**config.mk**
```make
export PLATFORM = sky130hd
export DESIGN_NAME = mcf_config_regs
export DESIGN_NICKNAME = d
export VERILOG_FILES = /design/src/hdl/mcf_pkg.sv /design/src/hdl/mcf_failsafe.sv /design/src/hdl/mcf_config_regs.sv
export VERILOG_INCLUDE_DIRS = /design/src /design/src/hdl
export SDC_FILE = /design/constraint.sdc
export NUM_CORES = 1
export LEC_CHECK = 0
export BUFFER_PORTS_ARGS = -buffer_cell sky130_fd_sc_hd__buf_2
export CAP_MARGIN = 5
export CORE_AREA = 2 2 75 77
export CTS_BUF_LIST = sky130_fd_sc_hd__clkbuf_2 sky130_fd_sc_hd__clkbuf_4 sky130_fd_sc_hd__clkbuf_8
export DETAILED_ROUTE_END_ITERATION = 10
export DIE_AREA = 0 0 77 79
export PLACE_DENSITY = 0.75
export SYNTH_ARGS = -nofsm -noshare
export SYNTH_HDL_FRONTEND = slang
export SYNTH_SLANG_ARGS = --single-unit
```
**constraint.sdc**
```tcl
create_clock -name i_clk -period 4.45 [get_ports i_clk]
set_input_delay 0.445 -clock i_clk [delete_from_list [all_inputs] [get_ports i_clk]]
set_output_delay 0.445 -clock i_clk [all_outputs]
set_load 0.05 [all_outputs]
```
**src/hdl/mcf_regs.svh**
```systemverilog
// Register map, field positions, reset values and timing counts of the
// monitor configuration and failsafe register bank.
// Assumes a 100 MHz core clock; included by bare name from hdl/.
//
// Function
// - Any processor reading above failsafe threshold forces every PWM to full duty.
// - Threshold value 0x80 disables the failsafe full-speed behaviour entirely.
// - Failsafe holds full duty until reading drops below threshold minus hysteresis.
// - Version register: revision in bits 1:0, family version in bits 7:4.
// - Version bits 2 and 3 read 1: thermal interface and 4-wire PWM support.
// - Run bit 1 monitors with programmed limits; 0 stops and selects defaults.
// - Clearing run leaves programmed limits intact for when monitoring resumes.
// - While run is 0, all PWM outputs drive full duty.
// - Lock bit accepts one write of 1, then lockable registers freeze until power cycle.
// - Run bit stays writable after locking.
// - Ready bit reads 1 once power-up completes.
// - Fan boost 1 forces full duty; 0 returns to automatic duty.
// - Fan boost stays writable after locking.
// - Processor thermal monitor bit enables monitoring; read-only after locking.
// - Override bit makes overtemp pin force full or maximum duty; maximum only while running without boost or failsafe.
// - Averaging field selects 4, 8, 16 or 32 readings per averaged value.
`ifndef MCF_REGS_SVH
`define MCF_REGS_SVH

// ----------------------------------------------------------------------
// Register offsets
// ----------------------------------------------------------------------
`define MCF_ADDR_THRESHOLD 8'h3d
`define MCF_ADDR_MAKER 8'h3e
`define MCF_ADDR_VERSION 8'h3f
`define MCF_ADDR_CONFIG 8'h40

// ----------------------------------------------------------------------
// Main configuration fields
// ----------------------------------------------------------------------
`define MCF_CFG_RUN 0
`define MCF_CFG_LOCK 1
`define MCF_CFG_READY 2
`define MCF_CFG_BOOST 3
`define MCF_CFG_CPU_MON 4
`define MCF_CFG_OT_OVR 5
`define MCF_CFG_AVG_HI 7
`define MCF_CFG_AVG_LO 6

// ----------------------------------------------------------------------
// Version and capability fields
// ----------------------------------------------------------------------
`define MCF_VERSION_CAP_CPU 2
`define MCF_VERSION_CAP_4WIRE 3

// ----------------------------------------------------------------------
// Reset values and constants
// ----------------------------------------------------------------------
`define MCF_THRESHOLD_RESET 8'h00
`define MCF_THRESHOLD_OFF 8'h80
`define MCF_HYSTERESIS 9'h004
`define MCF_DUTY_FULL 8'hff
`define MCF_RDATA_NONE 8'h00
`define MCF_MAKER_CODE 8'h5a // Arbitrary value
`define MCF_REVISION 2'h1 // Arbitrary value
`define MCF_FAMILY 4'h3 // Arbitrary value
`define MCF_AVG_BASE 6'h04

// ----------------------------------------------------------------------
// Power-up time
// ----------------------------------------------------------------------
`define MCF_CLK_PERIOD_NS 10
`define MCF_READY_NS 1000
`define MCF_READY_CYCLES ((`MCF_READY_NS + `MCF_CLK_PERIOD_NS - 1) / `MCF_CLK_PERIOD_NS)

`endif

```
**src/hdl/mcf_pkg.sv**
```systemverilog
// Types used by the register bank; its failsafe comparator uses none of them.
// Assumes mcf_regs.svh provides all numeric constants.
package mcf_pkg;

  // Power-up sequencing of the bank
  typedef enum logic [0:0] {
    MCF_PWR_WAIT,
    MCF_PWR_READY
  } mcf_pwr_state_t;

  // Which source sets the PWM duty this cycle
  typedef enum logic [2:0] {
    MCF_DUTY_AUTO,
    MCF_DUTY_DEFAULT_FULL,
    MCF_DUTY_FORCED_FULL,
    MCF_DUTY_OVERTEMP_MAX
  } mcf_duty_src_t;

endpackage

```
**src/hdl/mcf_failsafe.sv**
```systemverilog
// Failsafe comparator: processor reading against the threshold with a
// fixed hysteresis band. Readings are signed 8-bit degrees.
// Assumes o_active is sampled by the register bank one cycle later.
`timescale 1ns/10ps
`include "mcf_regs.svh"

module mcf_failsafe (
  input wire logic i_clk,
  input wire logic i_rst,
  input wire logic i_temp_valid,
  input wire logic [7:0] i_temp,
  input wire logic [7:0] i_threshold,
  output logic o_active
);

  logic active_r;
  logic active_nxt;
  logic signed [8:0] temp_s;
  logic signed [8:0] thr_s;
  logic signed [8:0] release_s;

  // ----------------------------------------------------------------------
  // Compare and hysteresis
  // ----------------------------------------------------------------------
  // Nine bits keep threshold minus hysteresis from wrapping near -128
  always_comb begin
    temp_s = {i_temp[7], i_temp};
    thr_s = {i_threshold[7], i_threshold};
    release_s = thr_s - $signed(`MCF_HYSTERESIS);
    active_nxt = active_r;
    if (i_threshold == `MCF_THRESHOLD_OFF) begin
      active_nxt = 1'b0;
    end else if (i_temp_valid) begin
      if (temp_s > thr_s) begin
        active_nxt = 1'b1;
      end else if (temp_s < release_s) begin
        active_nxt = 1'b0;
      end
    end
  end

  always_ff @(posedge i_clk or posedge i_rst) begin
    if (i_rst) begin
      active_r <= 1'b0;
    end else begin
      active_r <= active_nxt;
    end
  end

  assign o_active = active_r;

endmodule

```
**src/hdl/mcf_config_regs.sv**
```systemverilog
// Configuration, identification and failsafe registers of the monitor.
// Assumes the serial slave engine presents single-cycle read and write
// strobes with an 8-bit register address, synchronous to i_clk.
`timescale 1ns/10ps
`include "mcf_regs.svh"

module mcf_config_regs (
  input wire logic i_clk,
  input wire logic i_rst,
  input wire logic i_wr_en,
  input wire logic i_rd_en,
  input wire logic [7:0] i_addr,
  input wire logic [7:0] i_wdata,
  input wire logic i_cpu_temp_valid,
  input wire logic [7:0] i_cpu_temp,
  input wire logic i_overtemp_pin_n,
  input wire logic i_overtemp_use_max,
  input wire logic [7:0] i_max_duty,
  input wire logic [7:0] i_auto_duty,
  output logic [7:0] o_rdata,
  output logic o_rd_valid,
  output logic [7:0] o_pwm_duty,
  output logic o_monitor_run,
  output logic o_use_default_limits,
  output logic o_limits_locked,
  output logic o_cpu_monitor_en,
  output logic [1:0] o_average_length_sel,
  output logic [5:0] o_average_count,
  output logic o_ready
);

  // ----------------------------------------------------------------------
  // Functions
  // ----------------------------------------------------------------------
  // Readings per averaged value: 4 shifted by the select field
  function automatic logic [5:0] avg_count(input logic [1:0] sel);
    avg_count = `MCF_AVG_BASE << sel;
  endfunction

  function automatic logic hit(input logic [7:0] addr, input logic [7:0] reg_addr);
    hit = (addr == reg_addr);
  endfunction

  // ----------------------------------------------------------------------
  // State
  // ----------------------------------------------------------------------
  localparam int READY_CYC = `MCF_READY_CYCLES;

  mcf_pkg::mcf_pwr_state_t pwr_r;
  mcf_pkg::mcf_pwr_state_t pwr_nxt;
  logic [7:0] pwr_cnt_r;
  logic [7:0] pwr_cnt_nxt;
  logic [7:0] thr_r;
  logic [7:0] thr_nxt;
  logic run_r;
  logic run_nxt;
  logic lock_r;
  logic lock_nxt;
  logic boost_r;
  logic boost_nxt;
  logic cpu_mon_r;
  logic cpu_mon_nxt;
  logic ot_ovr_r;
  logic ot_ovr_nxt;
  logic [1:0] avg_r;
  logic [1:0] avg_nxt;
  logic [7:0] rdata_r;
  logic [7:0] rdata_nxt;
  logic rd_valid_r;
  logic rd_valid_nxt;
  logic [7:0] duty_r;
  logic [7:0] duty_nxt;
  mcf_pkg::mcf_duty_src_t duty_src;
  logic fs_active;
  logic [7:0] version_val;
  logic [7:0] config_val;

  // ----------------------------------------------------------------------
  // Failsafe comparator
  // ----------------------------------------------------------------------
  mcf_failsafe u_failsafe (
    .i_clk(i_clk),
    .i_rst(i_rst),
    .i_temp_valid(i_cpu_temp_valid),
    .i_temp(i_cpu_temp),
    .i_threshold(thr_r),
    .o_active(fs_active)
  );

  // ----------------------------------------------------------------------
  // Power-up sequencing
  // ----------------------------------------------------------------------
  // Ready only after the settle count, so software never sees a half-up bank
  always_comb begin
    pwr_nxt = pwr_r;
    pwr_cnt_nxt = pwr_cnt_r;
    case (pwr_r)
      mcf_pkg::MCF_PWR_WAIT: begin
        if (pwr_cnt_r == 8'(READY_CYC - 1)) begin
          pwr_nxt = mcf_pkg::MCF_PWR_READY;
        end else begin
          pwr_cnt_nxt = pwr_cnt_r + 8'h01;
        end
      end
      mcf_pkg::MCF_PWR_READY: begin
        pwr_nxt = mcf_pkg::MCF_PWR_READY;
      end
      default: begin
        pwr_nxt = mcf_pkg::MCF_PWR_WAIT;
      end
    endcase
  end

  always_ff @(posedge i_clk or posedge i_rst) begin
    if (i_rst) begin
      pwr_r <= mcf_pkg::MCF_PWR_WAIT;
      pwr_cnt_r <= 8'h00;
    end else begin
      pwr_r <= pwr_nxt;
      pwr_cnt_r <= pwr_cnt_nxt;
    end
  end

  // ----------------------------------------------------------------------
  // Register writes
  // ----------------------------------------------------------------------
  // Locked fields simply keep their value; no error is flagged to the master
  always_comb begin
    thr_nxt = thr_r;
    run_nxt = run_r;
    lock_nxt = lock_r;
    boost_nxt = boost_r;
    cpu_mon_nxt = cpu_mon_r;
    ot_ovr_nxt = ot_ovr_r;
    avg_nxt = avg_r;
    if (i_wr_en && hit(i_addr, `MCF_ADDR_THRESHOLD) && !lock_r) begin
      thr_nxt = i_wdata;
    end
    if (i_wr_en && hit(i_addr, `MCF_ADDR_CONFIG)) begin
      run_nxt = i_wdata[`MCF_CFG_RUN];
      boost_nxt = i_wdata[`MCF_CFG_BOOST];
      lock_nxt = lock_r | i_wdata[`MCF_CFG_LOCK];
      if (!lock_r) begin
        cpu_mon_nxt = i_wdata[`MCF_CFG_CPU_MON];
        ot_ovr_nxt = i_wdata[`MCF_CFG_OT_OVR];
        avg_nxt = i_wdata[`MCF_CFG_AVG_HI:`MCF_CFG_AVG_LO];
      end
    end
  end

  // Threshold is untouched by run changes, so it returns when monitoring resumes
  always_ff @(posedge i_clk or posedge i_rst) begin
    if (i_rst) begin
      thr_r <= `MCF_THRESHOLD_RESET;
      run_r <= 1'b0;
      lock_r <= 1'b0;
      boost_r <= 1'b0;
      cpu_mon_r <= 1'b0;
      ot_ovr_r <= 1'b0;
      avg_r <= 2'h0;
    end else begin
      thr_r <= thr_nxt;
      run_r <= run_nxt;
      lock_r <= lock_nxt;
      boost_r <= boost_nxt;
      cpu_mon_r <= cpu_mon_nxt;
      ot_ovr_r <= ot_ovr_nxt;
      avg_r <= avg_nxt;
    end
  end

  // ----------------------------------------------------------------------
  // Register reads
  // ----------------------------------------------------------------------
  always_comb begin
    version_val = {`MCF_FAMILY, 1'b1, 1'b1, `MCF_REVISION};
    config_val = {avg_r, ot_ovr_r, cpu_mon_r, boost_r,
                  pwr_r == mcf_pkg::MCF_PWR_READY, lock_r, run_r};
    rd_valid_nxt = i_rd_en;
    rdata_nxt = rdata_r;
    if (i_rd_en) begin
      case (i_addr)
        `MCF_ADDR_THRESHOLD: rdata_nxt = thr_r;
        `MCF_ADDR_MAKER: rdata_nxt = `MCF_MAKER_CODE;
        `MCF_ADDR_VERSION: rdata_nxt = version_val;
        `MCF_ADDR_CONFIG: rdata_nxt = config_val;
        default: rdata_nxt = `MCF_RDATA_NONE;
      endcase
    end
  end

  // ----------------------------------------------------------------------
  // PWM duty selection
  // ----------------------------------------------------------------------
  // Overtemp max duty loses to any full-duty cause, since full is the safer
  always_comb begin
    if (boost_r) begin
      duty_src = mcf_pkg::MCF_DUTY_FORCED_FULL;
    end else if (!run_r) begin
      duty_src = mcf_pkg::MCF_DUTY_DEFAULT_FULL;
    end else if (fs_active) begin
      duty_src = mcf_pkg::MCF_DUTY_FORCED_FULL;
    end else if (ot_ovr_r && !i_overtemp_pin_n) begin
      duty_src = i_overtemp_use_max ? mcf_pkg::MCF_DUTY_OVERTEMP_MAX
                                    : mcf_pkg::MCF_DUTY_FORCED_FULL;
    end else begin
      duty_src = mcf_pkg::MCF_DUTY_AUTO;
    end
    case (duty_src)
      mcf_pkg::MCF_DUTY_AUTO: duty_nxt = i_auto_duty;
      mcf_pkg::MCF_DUTY_OVERTEMP_MAX: duty_nxt = i_max_duty;
      default: duty_nxt = `MCF_DUTY_FULL;
    endcase
  end

  always_ff @(posedge i_clk or posedge i_rst) begin
    if (i_rst) begin
      rdata_r <= `MCF_RDATA_NONE;
      rd_valid_r <= 1'b0;
      duty_r <= `MCF_DUTY_FULL;
    end else begin
      rdata_r <= rdata_nxt;
      rd_valid_r <= rd_valid_nxt;
      duty_r <= duty_nxt;
    end
  end

  // ----------------------------------------------------------------------
  // Outputs
  // ----------------------------------------------------------------------
  // Status flags get their own flops so no output leaves through a gate
  logic use_def_r;
  logic use_def_nxt;
  logic ready_r;
  logic ready_nxt;
  logic [5:0] avg_cnt_r;
  logic [5:0] avg_cnt_nxt;

  // Next values follow the next state, so the flags never lag their source
  always_comb begin
    use_def_nxt = !run_nxt;
    ready_nxt = (pwr_nxt == mcf_pkg::MCF_PWR_READY);
    avg_cnt_nxt = avg_count(avg_nxt);
  end

  // Registered count follows the select with no extra lag beyond avg_r
  always_ff @(posedge i_clk or posedge i_rst) begin
    if (i_rst) begin
      use_def_r <= 1'b1;
      ready_r <= 1'b0;
      avg_cnt_r <= `MCF_AVG_BASE;
    end else begin
      use_def_r <= use_def_nxt;
      ready_r <= ready_nxt;
      avg_cnt_r <= avg_cnt_nxt;
    end
  end

  assign o_rdata = rdata_r;
  assign o_rd_valid = rd_valid_r;
  assign o_pwm_duty = duty_r;
  assign o_monitor_run = run_r;
  assign o_use_default_limits = use_def_r;
  assign o_limits_locked = lock_r;
  assign o_cpu_monitor_en = cpu_mon_r;
  assign o_average_length_sel = avg_r;
  assign o_ready = ready_r;
  assign o_average_count = avg_cnt_r;
endmodule

```
# After elaboration in Yosys (flattened, before gate mapping)
# Cells that the tools add are included.
[word_totals]
register_bits = 49
wordCells = 60
[classes]
add_sub_neg = 2
magnitude_cmp = 2
n_eq_ne = 7
shifts = 1
mux = 16
n_bitwise = 4
reduce_logical = 13
[op_table]
columns = ["cell", "n"]
rows = [
  ["$pmux 8 s4", 1],
  ["$eq 8x6->1 const B", 3],
  ["$eq 8x7->1 const B", 2],
  ["$pmux 8 s2", 1],
  ["$mux 2", 6],
  ["$lt 8x9->1", 1],
  ["$sub 8x4->9 const B", 1],
  ["$add 8x1->8 const B", 1],
  ["$eq 8x8->1 const B", 1],
  ["$gt 8x8->1", 1],
  ["$mux 1", 7],
  ["$reduce_and 2->1", 3],
  ["$shl 3x2->6 const A", 1],
  ["$logic_and 1x1->1", 4],
  ["$eq 3x2->1 const B", 1],
  ["$logic_not 1->1", 3],
  ["$logic_not 3->1", 1],
  ["$not 1->1", 3],
  ["$reduce_bool 3->1", 1],
  ["$pmux 1 s2", 1],
  ["$reduce_bool 2->1", 1],
  ["$or 1x1->1", 1],
]

# Depth between registers and ports, before layout
[logic_depth]
ltp_word = 8
ltp_mapped = 9

# Hierarchy
# Synthesis repeated with hierarchy kept, for this count alone.
[unflattened]
cells_unflattened = 235
area_unflattened_um2 = 2662.6
[modules_own_cells]
columns = ["module", "n_inst", "cells_per_inst", "area_each_um2"]
rows = [
  ["mcf_config_regs", 1, 167, 2137.0],
  ["mcf_failsafe", 1, 68, 525.5],
]

# Worst setup path after synthesis
# OpenSTA, ideal clock, no wires.
[synth_path]
kind = "register -> register"
startpoint = "register thr_r[2]"
endpoint = "register u_failsafe.active_r (netlist: u_failsafe.o_active)"
t_arrival_ps = 1732
slack_ps = 2581
path_stages_with_launch = 9
path_buffers = 0
synth_period_minus_slack_ps = 1869
path_cell_list = "dfrtp_1 inv_1 ha_1 xnor2_1 ha_1 a211oi_1 o21ai_0 a221oi_1 o32ai_1"
[synth_via]
elab_chain_cells = 4
[synth_lines]
columns = ["item", "line", "text"]
rows = [
  ["start: declaration", "mcf_config_regs.sv:53", "logic [7:0] thr_r;"],
  ["start signal: assignment", "mcf_config_regs.sv:154", "thr_r <= `MCF_THRESHOLD_RESET;"],
  ["start signal: assignment", "mcf_config_regs.sv:162", "thr_r <= thr_nxt;"],
  ["$sub 8x4->9 / $gt 8x8->1 (equally long branches)", "mcf_failsafe.sv:29, mcf_failsafe.sv:34", ""],
  ["$lt 8x9->1 / $mux 1 (equally long branches)", "mcf_failsafe.sv:36, mcf_failsafe.sv:34", ""],
  ["$reduce_bool 3->1 (no source line) / $mux 1 (equally long branches)", "n/a", ""],
  ["$reduce_and 2->1 (no source line) / $mux 1 (equally long branches)", "n/a", ""],
  ["end signal: assignment", "mcf_failsafe.sv:46", "active_r <= active_nxt;"],
  ["end: declaration", "mcf_failsafe.sv:16", "logic active_r;"],
]
# Parallel ways exist; a longest one is shown, timed or not. The select of a mux whose other input is x is not followed.
# A chain may end at the register's enable or synchronous reset.

# Worst setup path in the final report
# Same ends and word-level chain as after synthesis.

==> run_results.csv <==
group,metric,value,unit
finish,nNetsFinal,366,
worst_setup_path,reg2reg_slack,2.30,ns
timing,clock.fmax,465,MHz
run,cap_violations,0,
grt,grt_max_degree,48,
detailed_routing,drc,0,
synth,ys_types,47,
worst_setup_path,crit_fanout,5,
detailed_routing,wl,5420,um
grt,antenna_found_initial,0,
grt,grt_pass1_wl,8600,um
finish,layout_commonest_cell,"buf_2",
finish,drive_above_1_share,37.5,%
die,core,5340,um^2
worst_setup_path,cp_data_required_time,4.62,ns
synth,synth_area,2530,um^2
synth,synth_area_leaders,"dfrtp_1 37%, dfstp_2 10%, ha_1 9.4%",
synth,yosys_warnings,0,
timing,finalSetupViolCount,0,
place,routabilityCongestion,0.860,
detailed_routing,drtIter0Drc,126,
finish,final_cell_mix,"74 x buf_2, 37 x dfrtp_1, 19 x inv_1, 19 x ha_1, 13 x nor2_1",
detailed_routing,ant_nets,0,
synth,synth_largest_area_cell,"dfrtp_1",
synth,netlist_instances,227,
die,design.die.area,6080,um^2
pwr,vdd_ir_drop_max,0.000145,V
synth,seq_area_frac_synth,47.0,%
place,place_hpwl,4300,um
clock_tree,hold_buffers,0,
clock_tree,numCtsBuffers,5,
pwr,leakage,1.49,nW
place,io_buffers,74,
timing,slew_viol_final,0,
grt,overflow,0,
worst_setup_path,r2r-end,"u_failsafe.o_active$_DFFE_PP0P_",
die,die_h,79,um
clock_tree,cts_max_level,2,
synth,synth_top_area_share,36.6,%
clock_tree,clkLatencyLatePin,0.30,ns
worst_setup_path,reg2reg_depth,8,
clock_tree,cts_tree,"done",
clock_tree,clk_path_buf_depth,2,
detailed_routing,routedWlPerCell,14.5,um
finish,fillers,491,
die,ios,77,
detailed_routing,vias,2015,
clock_tree,cts_sinks,47,
grt,grt_pass1_vias,1858,
synth,ys_ff_latch,47,
worst_setup_path,rr_startpoint,"thr_r[2]$_DFFE_PP0P_",
worst_setup_path,startpoint_type,"flip-flop",
worst_setup_path,setup.worst_path.class,"reg2reg",
timing,worst_slew_pin_slew,0.934,ns
die,chipWidth,77,um
worst_setup_path,critical_path_arrival,2.32,ns
finish,antenna_cells,0,
timing,skew,0.0125,ns
clock_tree,post_cts_buffers,0,
worst_hold_path,hold_start,"i_wdata[0]",
timing,maxSlewHeadroom,37.6,%
clock_tree,cts_resized,0,
synth,postSynthAreaPerCell,11.1,um^2
finish,area.growth.synth_to_final,20.5,%
finish,multiInputGateArea,1210,um^2
worst_hold_path,min_to,"o_use_default_limits$_DFF_PP1_",
finish,regArea,1190,um^2
worst_hold_path,hp-class,"in2reg",
place,place_area,2930,um^2
grt,grt_usage,17.9,%
timing,setup_tns,0,ns
status,status,"finished clean",
timing,finalHoldViolCount,0,
timing,finalCriticalPeriod,2.15,ns
pwr,powerDensity,336,nW/um^2
clock_tree,path_clk_slew,0.09,ns
detailed_routing,first_pass_iters,4,
die,start_util,47.4,%
worst_hold_path,hold_depth,2,
clock_tree,cts_root_buf,"clkbuf_8",
finish,finish.instance_area,3050,um^2
die,placement_rows,27,
timing,fin_crit_sh,48.3,%
detailed_routing,viasPerCell,5.40,
timing,rsz0062_at_grt,"no",
worst_setup_path,end_kind,"flip-flop",
==> sequential cells by signal, indices dropped and copies added (netlist names) <==
| register | count |
|---|---|
| o_pwm_duty | 8 |
| o_rdata | 8 |
| pwr_cnt_r | 8 |
| thr_r | 8 |
| o_average_count | 4 |
| o_average_length_sel | 2 |
| boost_r | 1 |
| o_cpu_monitor_en | 1 |
| o_limits_locked | 1 |
| o_monitor_run | 1 |
| o_rd_valid | 1 |
| o_ready | 1 |
| o_use_default_limits | 1 |
| ot_ovr_r | 1 |
| u_failsafe.o_active | 1 |
==> where the power goes <==
part           internal [mW]  switching (mW)
Combinational         0.0798           0.153
Sequential             0.463          0.0160
Clock                  0.174           0.137
Total                  0.717           0.306
==> worst max-delay path by stage <==
stage	to	slack, ns	depth (start not counted)	start
floorplan	u_failsafe.o_active$_DFFE_PP0P_	2.58	8	thr_r[2]$_DFFE_PP0P_
global placement	thr_r[0]$_DFFE_PP0P_	2.47	6	i_addr[7]
detailed placement	u_failsafe.o_active$_DFFE_PP0P_	2.34	8	thr_r[2]$_DFFE_PP0P_
CTS	u_failsafe.o_active$_DFFE_PP0P_	2.29	8	thr_r[2]$_DFFE_PP0P_
global route	u_failsafe.o_active$_DFFE_PP0P_	2.07	8	thr_r[2]$_DFFE_PP0P_
finish	u_failsafe.o_active$_DFFE_PP0P_	2.30	8	thr_r[2]$_DFFE_PP0P_
==> layout make-up <==
class / instances / area share, %
multi-input cells: 152 / 39.6
flip-flops and latches: 47 / 39.0
repair buffers: 74 / 12.2
well taps: 72 / 2.96
clock buffers: 6 / 2.51
inverters: 20 / 2.47
clock inverters: 2 / 1.23
==> cells in the mapped netlist, drive strengths merged <==
cell,number
dfrtp,37
nor3,3
mux2i,1
conb,1
nand4,1
nor2,14
or3,1
nor2b,2
nor4,2
dfstp,10
and4b,1
o211ai,1
and4,1
o32ai,1
a31oi,1
clkbuf,3
mux2,14
a21oi,7
o22ai,5
a211oi,1
and3b,1
a221o,8
o31ai,1
xor2,2
a31o,1
nand3,10
ha,19
nand2,9
xnor2,9
nand3b,6
a22oi,1
a21o,2
buf,6
nand4b,2
a222oi,3
inv,20
o21ai,8
a221oi,6
nand2b,4
and3,2
==> layer usage <==
metal	up-vias	GRT usage [%]	share of wire (%)
met5	-	0	0
li1	974	-	-
met4	0	4.64	1.1
met1	973	22.8	43
met2	62	31.0	50
met3	6	3.98	6.5
==> per-stage QoR <==
stage / util (%) / power, mW / cells / hold WS, ns / setup slack (ns)
2_1_floorplan: - / 0.655 / 228 / 0.446 / 2.58
3_3_place_gp: 54.9 / 0.717 / 365 / 0.464 / 2.47
3_5_place_dp: 54.9 / 0.722 / 365 / 0.467 / 2.34
4_1_cts: 57.1 / 1.03 / 373 / 0.336 / 2.29
5_1_grt: 57.1 / 1.07 / 373 / 0.341 / 2.07
6_report: 57.1 / 1.02 / 373 / 0.334 / 2.30
==> worst max-delay path, stage by stage (launching register included) <==
cell and delay (ns):
dfrtp_1 0.43, inv_1 0.10, ha_1 0.25, xnor2_1 0.14
ha_1 0.29, a211oi_1 0.24, o21ai_0 0.14, a221oi_1 0.30
o32ai_1 0.13
==> cell families (layout without fill, tap and decap cells) <==
kind of cell | after synthesis | in the layout | synth area share (%)
AOI/OAI and AO/OA | 46 | 46 | 13.4
xor gates and xnor gates | 11 | 11 | 3.81
adders and majority gates | 19 | 19 | 9.41
buffers and inverters | 29 | 102 | 5.35
DFF | 47 | 47 | 47.0
muxes | 15 | 15 | 7.08
other | 1 | 2 | 0.148
and+or+nand+nor | 59 | 59 | 13.8
Note: power is estimated with default switching activity, not from simulation.
